===== src/rtl/tcc_pkg.sv =====
// Purpose: constants and carrier types of the capture/compare timer
// Assumes: one 25 MHz clock, APB register access, 32-bit data
// Notes: all offsets are byte addresses of aligned words
// ==========================================================================
package tcc_pkg;
    // ======================================================================
    // register map
    localparam logic [7:0] ADDR_CTRL_ONE = 8'h00; // timer_control_one
    localparam logic [7:0] ADDR_CTRL_TWO = 8'h04; // timer_control_two
    localparam logic [7:0] ADDR_PRESCALE = 8'h08; // prescaler_select_reg
    localparam logic [7:0] ADDR_CAP_CTRL = 8'h0C; // clear and capture options
    localparam logic [7:0] ADDR_EDGE = 8'h10; // edge_mode_reg
    localparam logic [7:0] ADDR_CMP_A = 8'h14; // compare_a
    localparam logic [7:0] ADDR_CMP_B = 8'h18; // dual_compare_capture_b
    localparam logic [7:0] ADDR_CAP_C = 8'h1C; // capture_c, read only
    localparam logic [7:0] ADDR_COUNT = 8'h20; // timer_count, read only
    localparam logic [7:0] ADDR_STATUS = 8'h24; // event flags, write one clears
    // ======================================================================
    // field positions
    localparam int RUN_BIT = 3; // count_run_bit
    localparam int SHOT_BIT = 5; // single_shot_select
    localparam int FULL_BIT = 6; // full_count_flag
    localparam int WIDTH_BIT = 0; // width_select
    localparam int BSEL_BIT = 0; // b_capture_select
    localparam int CLRB_BIT = 1; // clear_after_b
    localparam int CLRC_BIT = 2; // clear_after_c
    localparam int CLRA_BIT = 3; // clear on compare_a match
    localparam int EDGE_B_LSB = 0; // edge code of event_trigger_pin_b
    localparam int EDGE_C_LSB = 2; // edge code of capture_trigger_pin_c
    localparam int ST_MATCH_A = 0;
    localparam int ST_MATCH_B = 1;
    localparam int ST_EXT_B = 2;
    localparam int ST_EXT_C = 3;
    // ======================================================================
    // encodings and counts
    localparam logic [1:0] EDGE_FALL = 2'h0;
    localparam logic [1:0] EDGE_RISE = 2'h1; // codes 2 and 3 both mean both edges
    localparam logic [3:0] PRESC_EXT = 4'hF; // external event source
    localparam logic [3:0] PRESC_MAX = 4'h8; // divide by 2048
    localparam int PRESC_BASE = 3; // smallest divide is 2**3
    localparam int PRESC_W = 11;
    localparam int SYNC_N = 3;
    localparam logic [15:0] ONES_WIDE = 16'hFFFF;
    localparam logic [15:0] ONES_NARROW = 16'h00FF;
    localparam logic [15:0] CNT_ZERO = 16'h0000;
    localparam logic [15:0] CNT_ONE = 16'h0001;
    // ======================================================================
    // carriers
    typedef struct packed {
        logic psel;
        logic penable;
        logic pwrite;
        logic [7:0] paddr;
        logic [31:0] pwdata;
    } tcc_apb_req_t;
    typedef struct packed {
        logic pready;
        logic pslverr;
        logic [31:0] prdata;
    } tcc_apb_rsp_t;
    typedef struct packed {
        logic match_a; // match pulse to output control
        logic match_b;
        logic irq_a; // match_irq_a
        logic irq_b; // match_irq_b
        logic full; // full count notice to output control
        logic ext_b; // event pin request
        logic ext_c; // capture pin request
    } tcc_evt_t;
    typedef struct packed {
        logic [15:0] count;
        logic [15:0] cmp_a;
        logic [15:0] cmp_b;
        logic [15:0] cap_c;
        logic run;
        logic one_shot;
        logic full_flag;
        logic wide;
        logic [3:0] presc_sel;
        logic [3:0] cap_cfg;
        logic [3:0] edge_cfg;
        logic [3:0] status;
        logic start_pend; // first tick after start loads zero
        logic clr_pend; // match clear waits for tick
        logic capclr_pend; // capture clear waits for tick
        logic zero_now; // momentary plus-one shown, zero next
        logic fresh; // count took a new value last cycle
        logic [PRESC_W-1:0] presc;
        logic [SYNC_N-1:0] sync_b;
        logic [SYNC_N-1:0] sync_c;
        logic level_b;
        logic level_c;
        tcc_apb_rsp_t rsp;
        tcc_evt_t evt;
    } tcc_state_t;
endpackage


===== src/rtl/tcc_timer.sv =====
// Purpose: up counter, 8 or 16 bits, with compare, capture and event input
// Assumes: pins are asynchronous; APB master waits for pready
// Notes: every output is a field of the registered state
module tcc_timer #(
    parameter int PRESC_W = tcc_pkg::PRESC_W
) (
    input wire logic I_CLK,
    input wire logic I_SYS_RST,
    input wire tcc_pkg::tcc_apb_req_t I_APB_REQ,
    output tcc_pkg::tcc_apb_rsp_t O_APB_RSP,
    input wire logic I_EVENT_CLOCK_IN, // event_trigger_pin_b, shared
    input wire logic I_CAPTURE_TRIGGER_PIN_C,
    output tcc_pkg::tcc_evt_t O_EVENTS,
    output logic [15:0] O_TIMER_COUNT
);
    // ======================================================================
    // elaboration check
    generate
        if (PRESC_W != tcc_pkg::PRESC_W) begin : g_bad
            $error("prescaler width must match the divide table");
        end
    endgenerate

    // ======================================================================
    // helpers
    // edge code decode, shared by both pins
    function automatic logic edge_hit(input logic [1:0] cfg, input logic rise,
                                      input logic fall);
        case (cfg)
            tcc_pkg::EDGE_FALL: edge_hit = fall;
            tcc_pkg::EDGE_RISE: edge_hit = rise;
            default: edge_hit = rise | fall;
        endcase
    endfunction

    // all-ones value for the selected width
    function automatic logic [15:0] ones_of(input logic wide);
        ones_of = wide ? tcc_pkg::ONES_WIDE : tcc_pkg::ONES_NARROW;
    endfunction

    // ======================================================================
    // state
    tcc_pkg::tcc_state_t r; // registered state
    tcc_pkg::tcc_state_t next_r; // next state

    // ======================================================================
    // next-state logic
    // one process holds all behaviour so that priorities stay visible
    always_comb begin
        logic rise_b;
        logic fall_b;
        logic rise_c;
        logic fall_c;
        logic trig_b; // valid edge on event pin
        logic trig_c; // valid edge on capture pin
        logic tick; // count enable for this cycle
        logic [3:0] sel;
        logic [PRESC_W-1:0] pmask;
        logic [15:0] ones;
        logic [15:0] inc;
        logic wr;
        logic rd;
        logic wr_ctrl;
        logic start_wr;
        logic stop_wr;
        logic flag_clr;
        logic set_full;
        logic hit_a;
        logic hit_b;
        logic [3:0] st_set;
        logic [3:0] st_clr;
        logic [31:0] rdata;
        logic known;
        rise_b = 1'b0;
        fall_b = 1'b0;
        rise_c = 1'b0;
        fall_c = 1'b0;
        trig_b = 1'b0;
        trig_c = 1'b0;
        tick = 1'b0;
        sel = r.presc_sel;
        pmask = '0;
        ones = ones_of(r.wide);
        inc = (r.count + tcc_pkg::CNT_ONE) & ones;
        set_full = 1'b0;
        hit_a = 1'b0;
        hit_b = 1'b0;
        st_set = 4'h0;
        st_clr = 4'h0;
        rdata = 32'h0000_0000;
        known = 1'b1;
        wr = 1'b0;
        rd = 1'b0;
        wr_ctrl = 1'b0;
        start_wr = 1'b0;
        stop_wr = 1'b0;
        flag_clr = 1'b0;
        next_r = r;
        next_r.evt = '0;
        next_r.fresh = 1'b0;

        // --- pin synchronisers: a change counts once stages two and three agree
        next_r.sync_b = {r.sync_b[tcc_pkg::SYNC_N-2:0], I_EVENT_CLOCK_IN};
        next_r.sync_c = {r.sync_c[tcc_pkg::SYNC_N-2:0], I_CAPTURE_TRIGGER_PIN_C};
        if (r.sync_b[1] == r.sync_b[2] && r.sync_b[2] != r.level_b) begin
            next_r.level_b = r.sync_b[2];
            rise_b = r.sync_b[2];
            fall_b = ~r.sync_b[2];
        end
        if (r.sync_c[1] == r.sync_c[2] && r.sync_c[2] != r.level_c) begin
            next_r.level_c = r.sync_c[2];
            rise_c = r.sync_c[2];
            fall_c = ~r.sync_c[2];
        end
        // both-edge filtering needs two clocks per level, so the pin
        // tolerates up to a clock over four
        trig_b = edge_hit(r.edge_cfg[tcc_pkg::EDGE_B_LSB +: 2], rise_b, fall_b);
        trig_c = edge_hit(r.edge_cfg[tcc_pkg::EDGE_C_LSB +: 2], rise_c, fall_c);
        st_set[tcc_pkg::ST_EXT_B] = trig_b;
        st_set[tcc_pkg::ST_EXT_C] = trig_c;
        next_r.evt.ext_b = trig_b;
        next_r.evt.ext_c = trig_c;

        // --- count enable: free prescaler or event edge, one cycle wide
        next_r.presc = r.presc + 1'b1;
        if (sel == tcc_pkg::PRESC_EXT) begin
            tick = trig_b;
        end else begin
            if (sel > tcc_pkg::PRESC_MAX) begin
                sel = tcc_pkg::PRESC_MAX;
            end
            pmask = PRESC_W'((1 << (int'(sel) + tcc_pkg::PRESC_BASE)) - 1);
            tick = ((r.presc & pmask) == pmask);
        end

        // --- bus decode; writes land at the edge where pready is seen
        wr = I_APB_REQ.psel & I_APB_REQ.penable & r.rsp.pready & I_APB_REQ.pwrite;
        rd = I_APB_REQ.psel & I_APB_REQ.penable & ~r.rsp.pready;
        wr_ctrl = wr && (I_APB_REQ.paddr == tcc_pkg::ADDR_CTRL_ONE);
        start_wr = wr_ctrl & I_APB_REQ.pwdata[tcc_pkg::RUN_BIT] & ~r.run;
        stop_wr = wr_ctrl & ~I_APB_REQ.pwdata[tcc_pkg::RUN_BIT] & r.run;
        flag_clr = wr_ctrl & ~I_APB_REQ.pwdata[tcc_pkg::FULL_BIT] & r.full_flag;

        // --- counter
        if (!r.run) begin
            // stopped: held at zero; the start write arms a zero load
            next_r.count = tcc_pkg::CNT_ZERO;
            next_r.clr_pend = 1'b0;
            next_r.capclr_pend = 1'b0;
            next_r.zero_now = 1'b0;
            next_r.start_pend = start_wr;
        end else if (stop_wr) begin
            next_r.count = tcc_pkg::CNT_ZERO;
            next_r.start_pend = 1'b0;
            next_r.clr_pend = 1'b0;
            next_r.capclr_pend = 1'b0;
            next_r.zero_now = 1'b0;
        end else if (flag_clr && r.one_shot) begin
            // single shot restart: zero now, count on the next tick
            next_r.count = tcc_pkg::CNT_ZERO;
            next_r.clr_pend = 1'b0;
            next_r.capclr_pend = 1'b0;
            next_r.zero_now = 1'b0;
            next_r.fresh = 1'b1;
        end else if (r.zero_now) begin
            next_r.count = tcc_pkg::CNT_ZERO;
            next_r.zero_now = 1'b0;
            next_r.fresh = 1'b1;
        end else if (tick) begin
            if (r.start_pend) begin
                next_r.count = tcc_pkg::CNT_ZERO;
                next_r.start_pend = 1'b0;
                next_r.fresh = 1'b1;
            end else if (r.capclr_pend) begin
                // the plus-one value is visible for one cycle and can match
                next_r.count = inc;
                next_r.capclr_pend = 1'b0;
                next_r.clr_pend = 1'b0;
                next_r.zero_now = 1'b1;
                next_r.fresh = 1'b1;
            end else if (r.clr_pend) begin
                next_r.count = tcc_pkg::CNT_ZERO;
                next_r.clr_pend = 1'b0;
                next_r.fresh = 1'b1;
            end else if (r.one_shot && r.full_flag) begin
                next_r.count = r.count;
            end else if (r.count == ones) begin
                if (!r.one_shot) begin
                    next_r.count = tcc_pkg::CNT_ZERO;
                    set_full = 1'b1;
                    next_r.evt.full = 1'b1;
                    next_r.fresh = 1'b1;
                end else begin
                    set_full = 1'b1;
                end
            end else begin
                next_r.count = inc;
                next_r.fresh = 1'b1;
                if (r.one_shot && inc == ones) begin
                    set_full = 1'b1;
                    next_r.evt.full = 1'b1;
                end
            end
        end

        // --- compare and capture, only while running
        if (r.run && !stop_wr) begin
            hit_a = r.fresh && ((r.count & ones) == (r.cmp_a & ones));
            hit_b = r.fresh && !r.cap_cfg[tcc_pkg::BSEL_BIT]
                && ((r.count & ones) == (r.cmp_b & ones));
            if ((hit_a && r.cap_cfg[tcc_pkg::CLRA_BIT])
                || (hit_b && r.cap_cfg[tcc_pkg::CLRB_BIT])) begin
                next_r.clr_pend = 1'b1;
            end
            if (trig_c) begin
                next_r.cap_c = r.count;
                if (r.cap_cfg[tcc_pkg::CLRC_BIT]) begin
                    next_r.capclr_pend = 1'b1;
                end
            end
            if (trig_b && r.cap_cfg[tcc_pkg::BSEL_BIT]) begin
                next_r.cmp_b = r.count;
                if (r.cap_cfg[tcc_pkg::CLRB_BIT]) begin
                    next_r.capclr_pend = 1'b1;
                end
            end
        end
        next_r.evt.match_a = hit_a;
        next_r.evt.irq_a = hit_a;
        next_r.evt.match_b = hit_b;
        next_r.evt.irq_b = hit_b;
        st_set[tcc_pkg::ST_MATCH_A] = hit_a;
        st_set[tcc_pkg::ST_MATCH_B] = hit_b;

        // --- register writes; hardware sets win over software clears
        if (wr) begin
            case (I_APB_REQ.paddr)
                tcc_pkg::ADDR_CTRL_ONE: begin
                    next_r.run = I_APB_REQ.pwdata[tcc_pkg::RUN_BIT];
                    next_r.one_shot = I_APB_REQ.pwdata[tcc_pkg::SHOT_BIT];
                end
                tcc_pkg::ADDR_CTRL_TWO: next_r.wide = I_APB_REQ.pwdata[tcc_pkg::WIDTH_BIT];
                tcc_pkg::ADDR_PRESCALE: next_r.presc_sel = I_APB_REQ.pwdata[3:0];
                tcc_pkg::ADDR_CAP_CTRL: next_r.cap_cfg = I_APB_REQ.pwdata[3:0];
                tcc_pkg::ADDR_EDGE: next_r.edge_cfg = I_APB_REQ.pwdata[3:0];
                tcc_pkg::ADDR_CMP_A: next_r.cmp_a = I_APB_REQ.pwdata[15:0];
                tcc_pkg::ADDR_CMP_B: next_r.cmp_b = I_APB_REQ.pwdata[15:0];
                tcc_pkg::ADDR_STATUS: st_clr = I_APB_REQ.pwdata[3:0];
                default: ; // read-only or unmapped words ignore writes
            endcase
        end
        next_r.full_flag = set_full | (r.full_flag & ~flag_clr);
        next_r.status = st_set | (r.status & ~st_clr);

        // --- read data is fetched in the access cycle before pready
        case (I_APB_REQ.paddr)
            tcc_pkg::ADDR_CTRL_ONE: begin
                rdata[tcc_pkg::RUN_BIT] = r.run;
                rdata[tcc_pkg::SHOT_BIT] = r.one_shot;
                rdata[tcc_pkg::FULL_BIT] = r.full_flag;
            end
            tcc_pkg::ADDR_CTRL_TWO: rdata[tcc_pkg::WIDTH_BIT] = r.wide;
            tcc_pkg::ADDR_PRESCALE: rdata[3:0] = r.presc_sel;
            tcc_pkg::ADDR_CAP_CTRL: rdata[3:0] = r.cap_cfg;
            tcc_pkg::ADDR_EDGE: rdata[3:0] = r.edge_cfg;
            tcc_pkg::ADDR_CMP_A: rdata[15:0] = r.cmp_a;
            tcc_pkg::ADDR_CMP_B: rdata[15:0] = r.cmp_b;
            tcc_pkg::ADDR_CAP_C: rdata[15:0] = r.cap_c;
            tcc_pkg::ADDR_COUNT: rdata[15:0] = r.count;
            tcc_pkg::ADDR_STATUS: rdata[3:0] = r.status;
            default: known = 1'b0;
        endcase
        next_r.rsp.pready = rd; // one wait state, pulse
        if (rd) begin
            next_r.rsp.prdata = I_APB_REQ.pwrite ? 32'h0000_0000 : rdata;
            next_r.rsp.pslverr = ~known;
        end else begin
            next_r.rsp.prdata = 32'h0000_0000;
            next_r.rsp.pslverr = 1'b0;
        end
    end

    // ======================================================================
    // state register; reset leaves everything zero and stopped
    always_ff @(posedge I_CLK or posedge I_SYS_RST) begin
        if (I_SYS_RST) begin
            r <= '0;
        end else begin
            r <= next_r;
        end
    end

    // ======================================================================
    // outputs straight from the state register
    assign O_APB_RSP = r.rsp;
    assign O_EVENTS = r.evt;
    assign O_TIMER_COUNT = r.count;
endmodule


===== config.mk =====
export PLATFORM = sky130hd
export DESIGN_NAME = tcc_timer
export DESIGN_NICKNAME = d
export VERILOG_FILES = /design/src/rtl/tcc_pkg.sv /design/src/rtl/tcc_timer.sv
export SDC_FILE = /design/constraint.sdc
export NUM_CORES = 1
export LEC_CHECK = 0
export BUFFER_PORTS_ARGS = -buffer_cell sky130_fd_sc_hd__buf_2
export CORE_MARGIN = 4
export CORE_UTILIZATION = 61
export CTS_CLUSTER_DIAMETER = 60
export DETAILED_ROUTE_END_ITERATION = 16
export PLACE_DENSITY = 0.84
export SLEW_MARGIN = 20
export SYNTH_ARGS = -nofsm -noshare
export SYNTH_HDL_FRONTEND = slang
export SYNTH_SLANG_ARGS = --single-unit

===== constraint.sdc =====
create_clock -name I_CLK -period 11.8 [get_ports I_CLK]
set_clock_uncertainty 0.15 [all_clocks]
set_input_delay 1.77 -clock I_CLK [delete_from_list [all_inputs] [get_ports I_CLK]]
set_output_delay 1.77 -clock I_CLK [all_outputs]
set_load 0.01 [all_outputs]

==> results of run 1 <==
## cells by family after synthesis
kind of cell | Yosys count | share of synthesized area, %
buffers and inverters | 115 | 9.642
DFF | 131 | 43.56
adders and majority gates | 12 | 1.995
xor gates and xnor gates | 33 | 3.840
AOI/OAI and AO/OA | 181 | 16.91
and+or+nand+nor | 203 | 14.41
muxes | 66 | 9.543
other | 2 | 0.09979
## worst max-delay path, cell delays in order
cell     delay (ps)
buf_2           100
and4_1          500
nand4_1         440
o21a_1          430
nand2_1         740
mux2_2          420
## path summary, 6_finish.rpt
check	end	cells past startpoint	slack, ps	from
hold reg to reg	next_r[48]$_DFF_PP0_	0	200	next_r[47]$_DFF_PP0_
setup reg to reg	r[60]$_DFF_PP0_	6	8490	r[81]$_DFFE_PP0P_
setup / recovery	r[91]$_DFFE_PP0P_	6	7550	I_APB_REQ[40]
hold / removal	next_r[48]$_DFF_PP0_	0	200	next_r[47]$_DFF_PP0_
min in group asynchronous	O_EVENTS[0]$_DFF_PP0_	2	1410	I_SYS_RST
max in group asynchronous	r[92]$_DFFE_PP0P_	3	8830	I_SYS_RST
## metrics by stage
step / setup WS (ps) / util [%] / std cells / hold slack [ps] / total power (W)
finish: 7547 / 67.86 / 937 / 197.3 / 0.001069
global route: 7448 / 67.86 / 937 / 210.8 / 0.001101
CTS: 7660 / 67.79 / 937 / 201.3 / 0.001074
detailed placement: 7260 / 62.42 / 905 / 184.7 / 0.0005051
global placement: 7270 / 62.40 / 905 / 181.7 / 0.0005034
floorplan: 6382 / - / 759 / 181.2 / 0.0004947
## cells in the final DEF (no fill, tap or decap), types with 7 or more instances in the layout
cell type	Yosys	layout
ha_1	12	12
a21oi_1	45	45
buf_2	8	71
mux2i_1	20	20
nor4_1	10	10
xnor2_1	20	20
nand3b_1	8	8
nand2b_1	7	7
nor3_1	15	15
conb_1	2	18
o211ai_1	7	7
xor2_1	13	13
o21ai_0	20	20
clkbuf_16	0	17
nand2_1	42	41
nand4_1	8	8
and3_1	7	7
mux2_2	46	46
inv_1	18	17
dfrtp_1	131	131
a22oi_1	30	30
nor2_1	52	51
nand3_1	20	20
## synthesized netlist by cell type, types with 20 or more instances
| cell | n | area share [%] |
|---|---|---|
| dfrtp_1 | 131 | 44 |
| a22oi_1 | 30 | 3.0 |
| mux2i_1 | 20 | 2.7 |
| buf_4 | 57 | 5.7 |
| nand3_1 | 20 | 1.3 |
| clkbuf_1 | 23 | 1.1 |
| nand2_1 | 42 | 2.1 |
| mux2_2 | 46 | 6.9 |
| xnor2_1 | 20 | 2.3 |
| a21oi_1 | 45 | 3.0 |
| o21ai_0 | 20 | 1.3 |
| nor2_1 | 52 | 2.6 |
## sequential cells by signal, indices dropped and copies added, names as in the netlist
name	cells
r	88
O_APB_RSP	18
O_TIMER_COUNT	16
O_EVENTS	5
next_r	4
## cell type report
type	count	area [µm²]	share of cell area (%)
clock buffer	24	501.7	6.130
inverter	18	70.07	0.8560
tap	168	210.2	2.568
sequential	131	3278	40.05
timing repair buffer	75	385.4	4.708
multi-input combinational	513	3593	43.90
clock inverter	8	146.4	1.788
## power groups by stage
| stage | registers, W | logic (W) | clock network, W |
|---|---|---|---|
| after floorplan | 0.000463 | 0.0000316 | 0 |
| after global placement | 0.000464 | 0.0000397 | 0 |
| after detailed placement | 0.000464 | 0.0000412 | 0 |
| after CTS | 0.000456 | 0.0000414 | 0.000577 |
| after global routing | 0.000456 | 0.0000462 | 0.000598 |
| final | 0.000456 | 0.0000417 | 0.000571 |
## metal layers
layer	GRT usage [%]	vias to the layer above
met2	43.20	361
met3	5.935	63
met5	0	-
met4	13.03	0
li1	-	2698
met1	36.67	3049
==> results by group, run 1 <==
Logic synthesis
  • Post-synthesis sequential area ratio: 43.56%
  • Async set-reset flop share out of synthesis: 100.0%
  • Synthesized area per cell: 10.13 µm²
  • Yosys Warn Count: 0
  • Seq cells post-synth: 131
  • Prevailing post-synth register cell: dfrtp_1
  • Post-synthesis cell type count: 76
  • Mapped Area: 7526 µm²
  • Mapped Cells: 743
  • EDFF count, synth: 0

Job
  • Max_cap viols: 0

Global route
  • Vias in the first global route: 6223
  • First-pass GRT wire length: 31.17 mm
  • Total global-route track usage: 27.58%
  • Largest net degree at the start of global routing: 76
  • Initial antenna violation count: 0
  • GRT overflow: 0

Clocking
  • CTS Buf Count: 17
  • Post-CTS Resized: 0
  • Htree depth: 4
  • CTS Sinks: 131
  • CTS root buffer: clkbuf_16
  • CTS tree: built
  • Clock Pin Slew Worst Setup and Hold Paths: 50 ps
  • Hold-fix buffers, CTS: 0
  • Post-CTS Setup Bufs: 0
  • Worst skew pair latency: 420 ps
  • Clk buf depth: 2

Finish
  • Final nets: 815
  • Layout cell share with drive strength beyond 1: 21.98%
  • Filler cell count in the final layout: 904
  • Final Cell Area: 8185 µm²
  • Growth of design area from synthesis to finish: 8.761%
  • Antenna fix cells: 0

Worst setup path
  • Worst setup SP type: input port
  • Critical setup path kind: input port to flop
  • CP Capture Type: flop
  • CP max FO: 19
  • Required time worst endpoint: 11950 ps
  • CP Data Arrival Time: 4400 ps

Power
  • Sw Share: 20.89%
  • Max VDD drop: 0.0001052 V
  • Clock Power Share: 53.4%
  • Internal Power: 0.0008458 W
  • Lkg Pwr: 3.839 nW
  • Switching pwr: 0.0002233 W
  • Comb pwr share: 3.9%
  • Share of power burned in registers: 42.7%
  • Pwr Density: 130.6 nW/µm²

Placed design
  • Total placed instance area: 7528 µm²
  • Routability cong.: 0.9644
  • I/O Buffers: 71
  • Detailed Place HPWL: 12.95 mm

STA
  • Max Slew Vio Count: 0
  • Slew margin rel.: 36.47%
  • Final Hold Vio Count: 0
  • Setup TNS: 0 ps
  • Period utilization: 36.04%
  • Fmax: 0.2351 GHz
  • Final setup fails: 0
  • Worst-margin pin slew: 950.0 ps
  • RSZ-0062 raised after global routing: no
  • Crit path time final: 4253 ps

Drt
  • Via Count: 6171
  • WL met3: 1.807 mm
  • Uppermost layer routed: met4
  • Via density: 6.586
  • Post-Route M1 WL: 7.812 mm
  • Detail Route Antenna Nets: 0
  • Final Routed Wirelength: 19.27 mm
  • Metal2 WL: 9.096 mm
  • Drt drc: 0
  • Drt wl/cell: 20.56 µm
  • First drt pass iteration count: 6
  • Detailed Route Iter0 Violations: 774

Floorplan
  • Core Area: 12060 µm²
  • Die W: 119.1 µm
  • Row count: 40
  • Die ar.: 14180 µm²
  • I/O pins: 104
  • Die height: 119.1 µm
  • Initial Utilization: 62.40%

Status
  • Status: finished, final reports clean

Worst hold path
  • Worst hold path class: flop to flop
(Power assumes the default switching activity.)
==> run 2: changes to the inputs <==
Settings changed: CORE_UTILIZATION 61 to 53, PLACE_DENSITY 0.84 to 0.77.
Clock period 11.8 ns to 3.9 ns, I/O delays scaled along.
==> run 2 against run 1 <==
  * Worst setup slack got worse by 7100 ps
  * Largest power group unchanged
  * Register-to-register slack got worse by 8100 ps
  * Via count decreased by 1.7%
  * Die area increased by 14%
  * Design area increased by 0.87%
  * Clock-buffer cell count decreased by 4
  * Core utilization decreased by 8.4 points
  * Global-route usage decreased by 2.7 points
  * Cell count increased by 2.6%
  * Sequential power increased to 3.0 times the previous value
  * Clock power increased to 2.7 times the previous value
==> results by group, run 2 (same netlist as run 1, synthesis figures left out) <==
Worst setup path
  • Required time worst endpoint: 4090 ps (-7860 ps)
  • CP Capture Type: flop
  • CP max-delay cell: a2111oi_0
  • Crit-path cells: ha_1 -> nor2_1 -> o21ai_0 -> or4_1 -> a2111oi_0 -> buf_4 -> o2bb2a_1 -> a21oi_1
  • Critical setup path kind: flop to flop
  • Crit-path max cell delay: 740 ps (about the same)
  • Worst setup SP type: flop
  • CP max FO: 22 (+3)
  • CP Data Arrival Time: 3650 ps (-750 ps)
  • Reg2reg start: r[81]$_DFFE_PP0P_
  • Worst Path Buf+Inv: 1 (unchanged)
  • Crit path max-delay family: compound AO/OA/AOI/OAI gates
  • CP Launch Point: r[81]$_DFFE_PP0P_

STA
  • Final setup fails: 0 (unchanged)
  • Worst-margin pin slew: 957.5 ps (+7.457 ps)
  • RSZ-0062 raised after global routing: no
  • Crit path time final: 3461 ps
  • Max Slew Vio Count: 0 (unchanged)
  • Fmax: 0.2889 GHz
  • Final Hold Vio Count: 0 (unchanged)
  • Period utilization: 88.75%
  • Slew margin rel.: 35.97% (-0.50 points)
  • Setup TNS: 0 ps (unchanged)

Drt
  • Via density: 6.314 (-4.1%)
  • Post-Route M1 WL: 8.268 mm (+5.8%)
  • Metal2 WL: 9.759 mm (+7.3%)
  • Detailed Route Iter0 Violations: 582 (-25%)
  • Detail Route Antenna Nets: 0 (unchanged)
  • Uppermost layer routed: met4
  • Drt wl/cell: 20.50 µm (-0.30%)
  • WL met3: 1.209 mm (-33%)
  • First drt pass iteration count: 7 (+1)
  • Drt drc: 0 (unchanged)
  • Via Count: 6068 (-1.7%)
  • Final Routed Wirelength: 19.70 mm (+2.3%)

Finish
  • Layout cell share with drive strength beyond 1: 23.05% (+1.1 points)
  • Most frequent cells in the layout: dfrtp_1 (131), buf_2 (71), nor2_1 (52), mux2_2 (46), a21oi_1 (45)
  • Growth of design area from synthesis to finish: 9.709%
  • Number of flip-flops under the largest register name: 88 (unchanged)
  • Most common cell after layout, fill and taps aside: dfrtp_1
  • Final nets: 830 (+1.8%)
  • Most flop-heavy register: r
  • Finished Layout Cells: 961 (+2.6%)
  • Antenna fix cells: 0 (unchanged)

Power
  • Pwr Density: 370.6 nW/µm² (+180%)
  • Max VDD drop: 0.0003678 V (+250%)
  • Overall Power: 0.003060 W (+190%)
  • Lkg Pwr: 3.881 nW (+1.1%)

Floorplan
  • I/O pins: 104 (unchanged)
  • Initial Utilization: 54.22% (-8.2 points)
  • Die height: 127.2 µm (+6.8%)
  • Die W: 127.2 µm (+6.8%)
  • Row count: 43 (+7.5%)
  • Core Area: 13880 µm² (+15%)
  • Die ar.: 16170 µm² (+14%)

Clocking
  • Clk buf depth: 2 (unchanged)
  • CTS tree: built
  • Htree depth: 4 (unchanged)
  • CTS Buf Count: 17 (unchanged)
  • CTS Sinks: 131 (unchanged)
  • CTS root buffer: clkbuf_16
  • Worst skew pair latency: 420 ps (about the same)
  • Clock Pin Slew Worst Setup and Hold Paths: 60 ps (about the same)
  • Post-CTS Setup Bufs: 0 (unchanged)
  • Post-CTS Resized: 0 (unchanged)

Placed design
  • Placed Cells: 930 (+2.8%)
  • Routability cong.: 0.9376 (-2.8%)
  • I/O Buffers: 71 (unchanged)
  • Detailed Place HPWL: 13.69 mm (+5.7%)

Global route
  • GRT overflow: 0 (unchanged)
  • First-pass GRT wire length: 31.72 mm (+1.8%)
  • Initial antenna violation count: 0 (unchanged)
  • Largest net degree at the start of global routing: 55 (-28%)
  • Total global-route track usage: 24.84% (-2.7 points)
  • Vias in the first global route: 6083 (-2.2%)

Job
  • Max_cap viols: 0 (unchanged)

Worst hold path
  • Worst hold path class: input port to flop
  • Hold wc startpoint: I_CAPTURE_TRIGGER_PIN_C

Status
  • Status: finished, final reports clean
-- run 2: changes by cell type in the layout (fill, tap and decap cells not counted), sizes merged --
cell,previous run,this run
bufinv,4,2
clkinvlp,1,2
dlygate4sd3,0,1
clkbuf,24,20
inv,18,17
clkinv,3,6
buf,75,89
-- run 2: worst paths after layout --
path                                        end  slack (ps)  depth (start not counted)
max                             r[63]$_DFF_PP0_         440                          8
min                        next_r[44]$_DFF_PP0_         120                          1
max reg2reg                     r[63]$_DFF_PP0_         440                          8
min reg2reg                next_r[45]$_DFF_PP0_         210                          0
max in group asynchronous     r[76]$_DFFE_PP0P_        2380                          4
min in group asynchronous     r[99]$_DFFE_PP0P_         540                          3
-- run 2: worst reg2reg max path, stage by stage, from the launching register on --
cell	delay, ps
dfrtp_1	670
ha_1	440
nor2_1	110
o21ai_0	70
or4_1	570
a2111oi_0	740
buf_4	230
o2bb2a_1	230
a21oi_1	160
-- run 2: routing by layer --
metal | vias to the layer above | GRT usage, %
li1 | 2729 | -
met1 | 3023 | 31.64
met2 | 273 | 41.19
met3 | 43 | 5.309
met4 | 0 | 10.54
met5 | - | 0
-- run 2: metrics by stage --
| stage | utilization [%] | hold WS (ps) | setup WS [ps] | area [µm²] |
|---|---|---|---|---|
| CTS | 59.20 | 107.2 | 553.2 | 8218 |
| finish | 59.48 | 122.5 | 438.7 | 8257 |
| global route | 59.48 | 104.9 | 291.0 | 8257 |
| detailed placement | 55.13 | 190.3 | 591.9 | 7652 |
| floorplan | - | 181.2 | 1103 | 7590 |
| global placement | 55.13 | 187.0 | 577.5 | 7652 |
-- run 2: layout make-up --
| class | count | area, µm² |
|---|---|---|
| inverter | 18 | 71.32 |
| timing repair buffer | 90 | 525.5 |
| multi-input combinational | 513 | 3591 |
| clock buffer | 20 | 456.7 |
| tap | 180 | 225.2 |
| fill | 1151 | 5624 |
| clock inverter | 9 | 108.9 |
| sequential | 131 | 3278 |
-- run 2: what timing repair did --
action,4_1_cts,5_1_grt
setup endpoints to repair,0,0
hold endpoints to repair,0,1
hold buffers,0,1
-- run 2: where the power goes --
group | switching (W) | leakage (nW) | internal (W)
sequential | 0.00000929 | 1.78 | 0.00137
combinational | 0.0000933 | 1.82 | 0.0000401
clock | 0.000585 | 0.278 | 0.000961
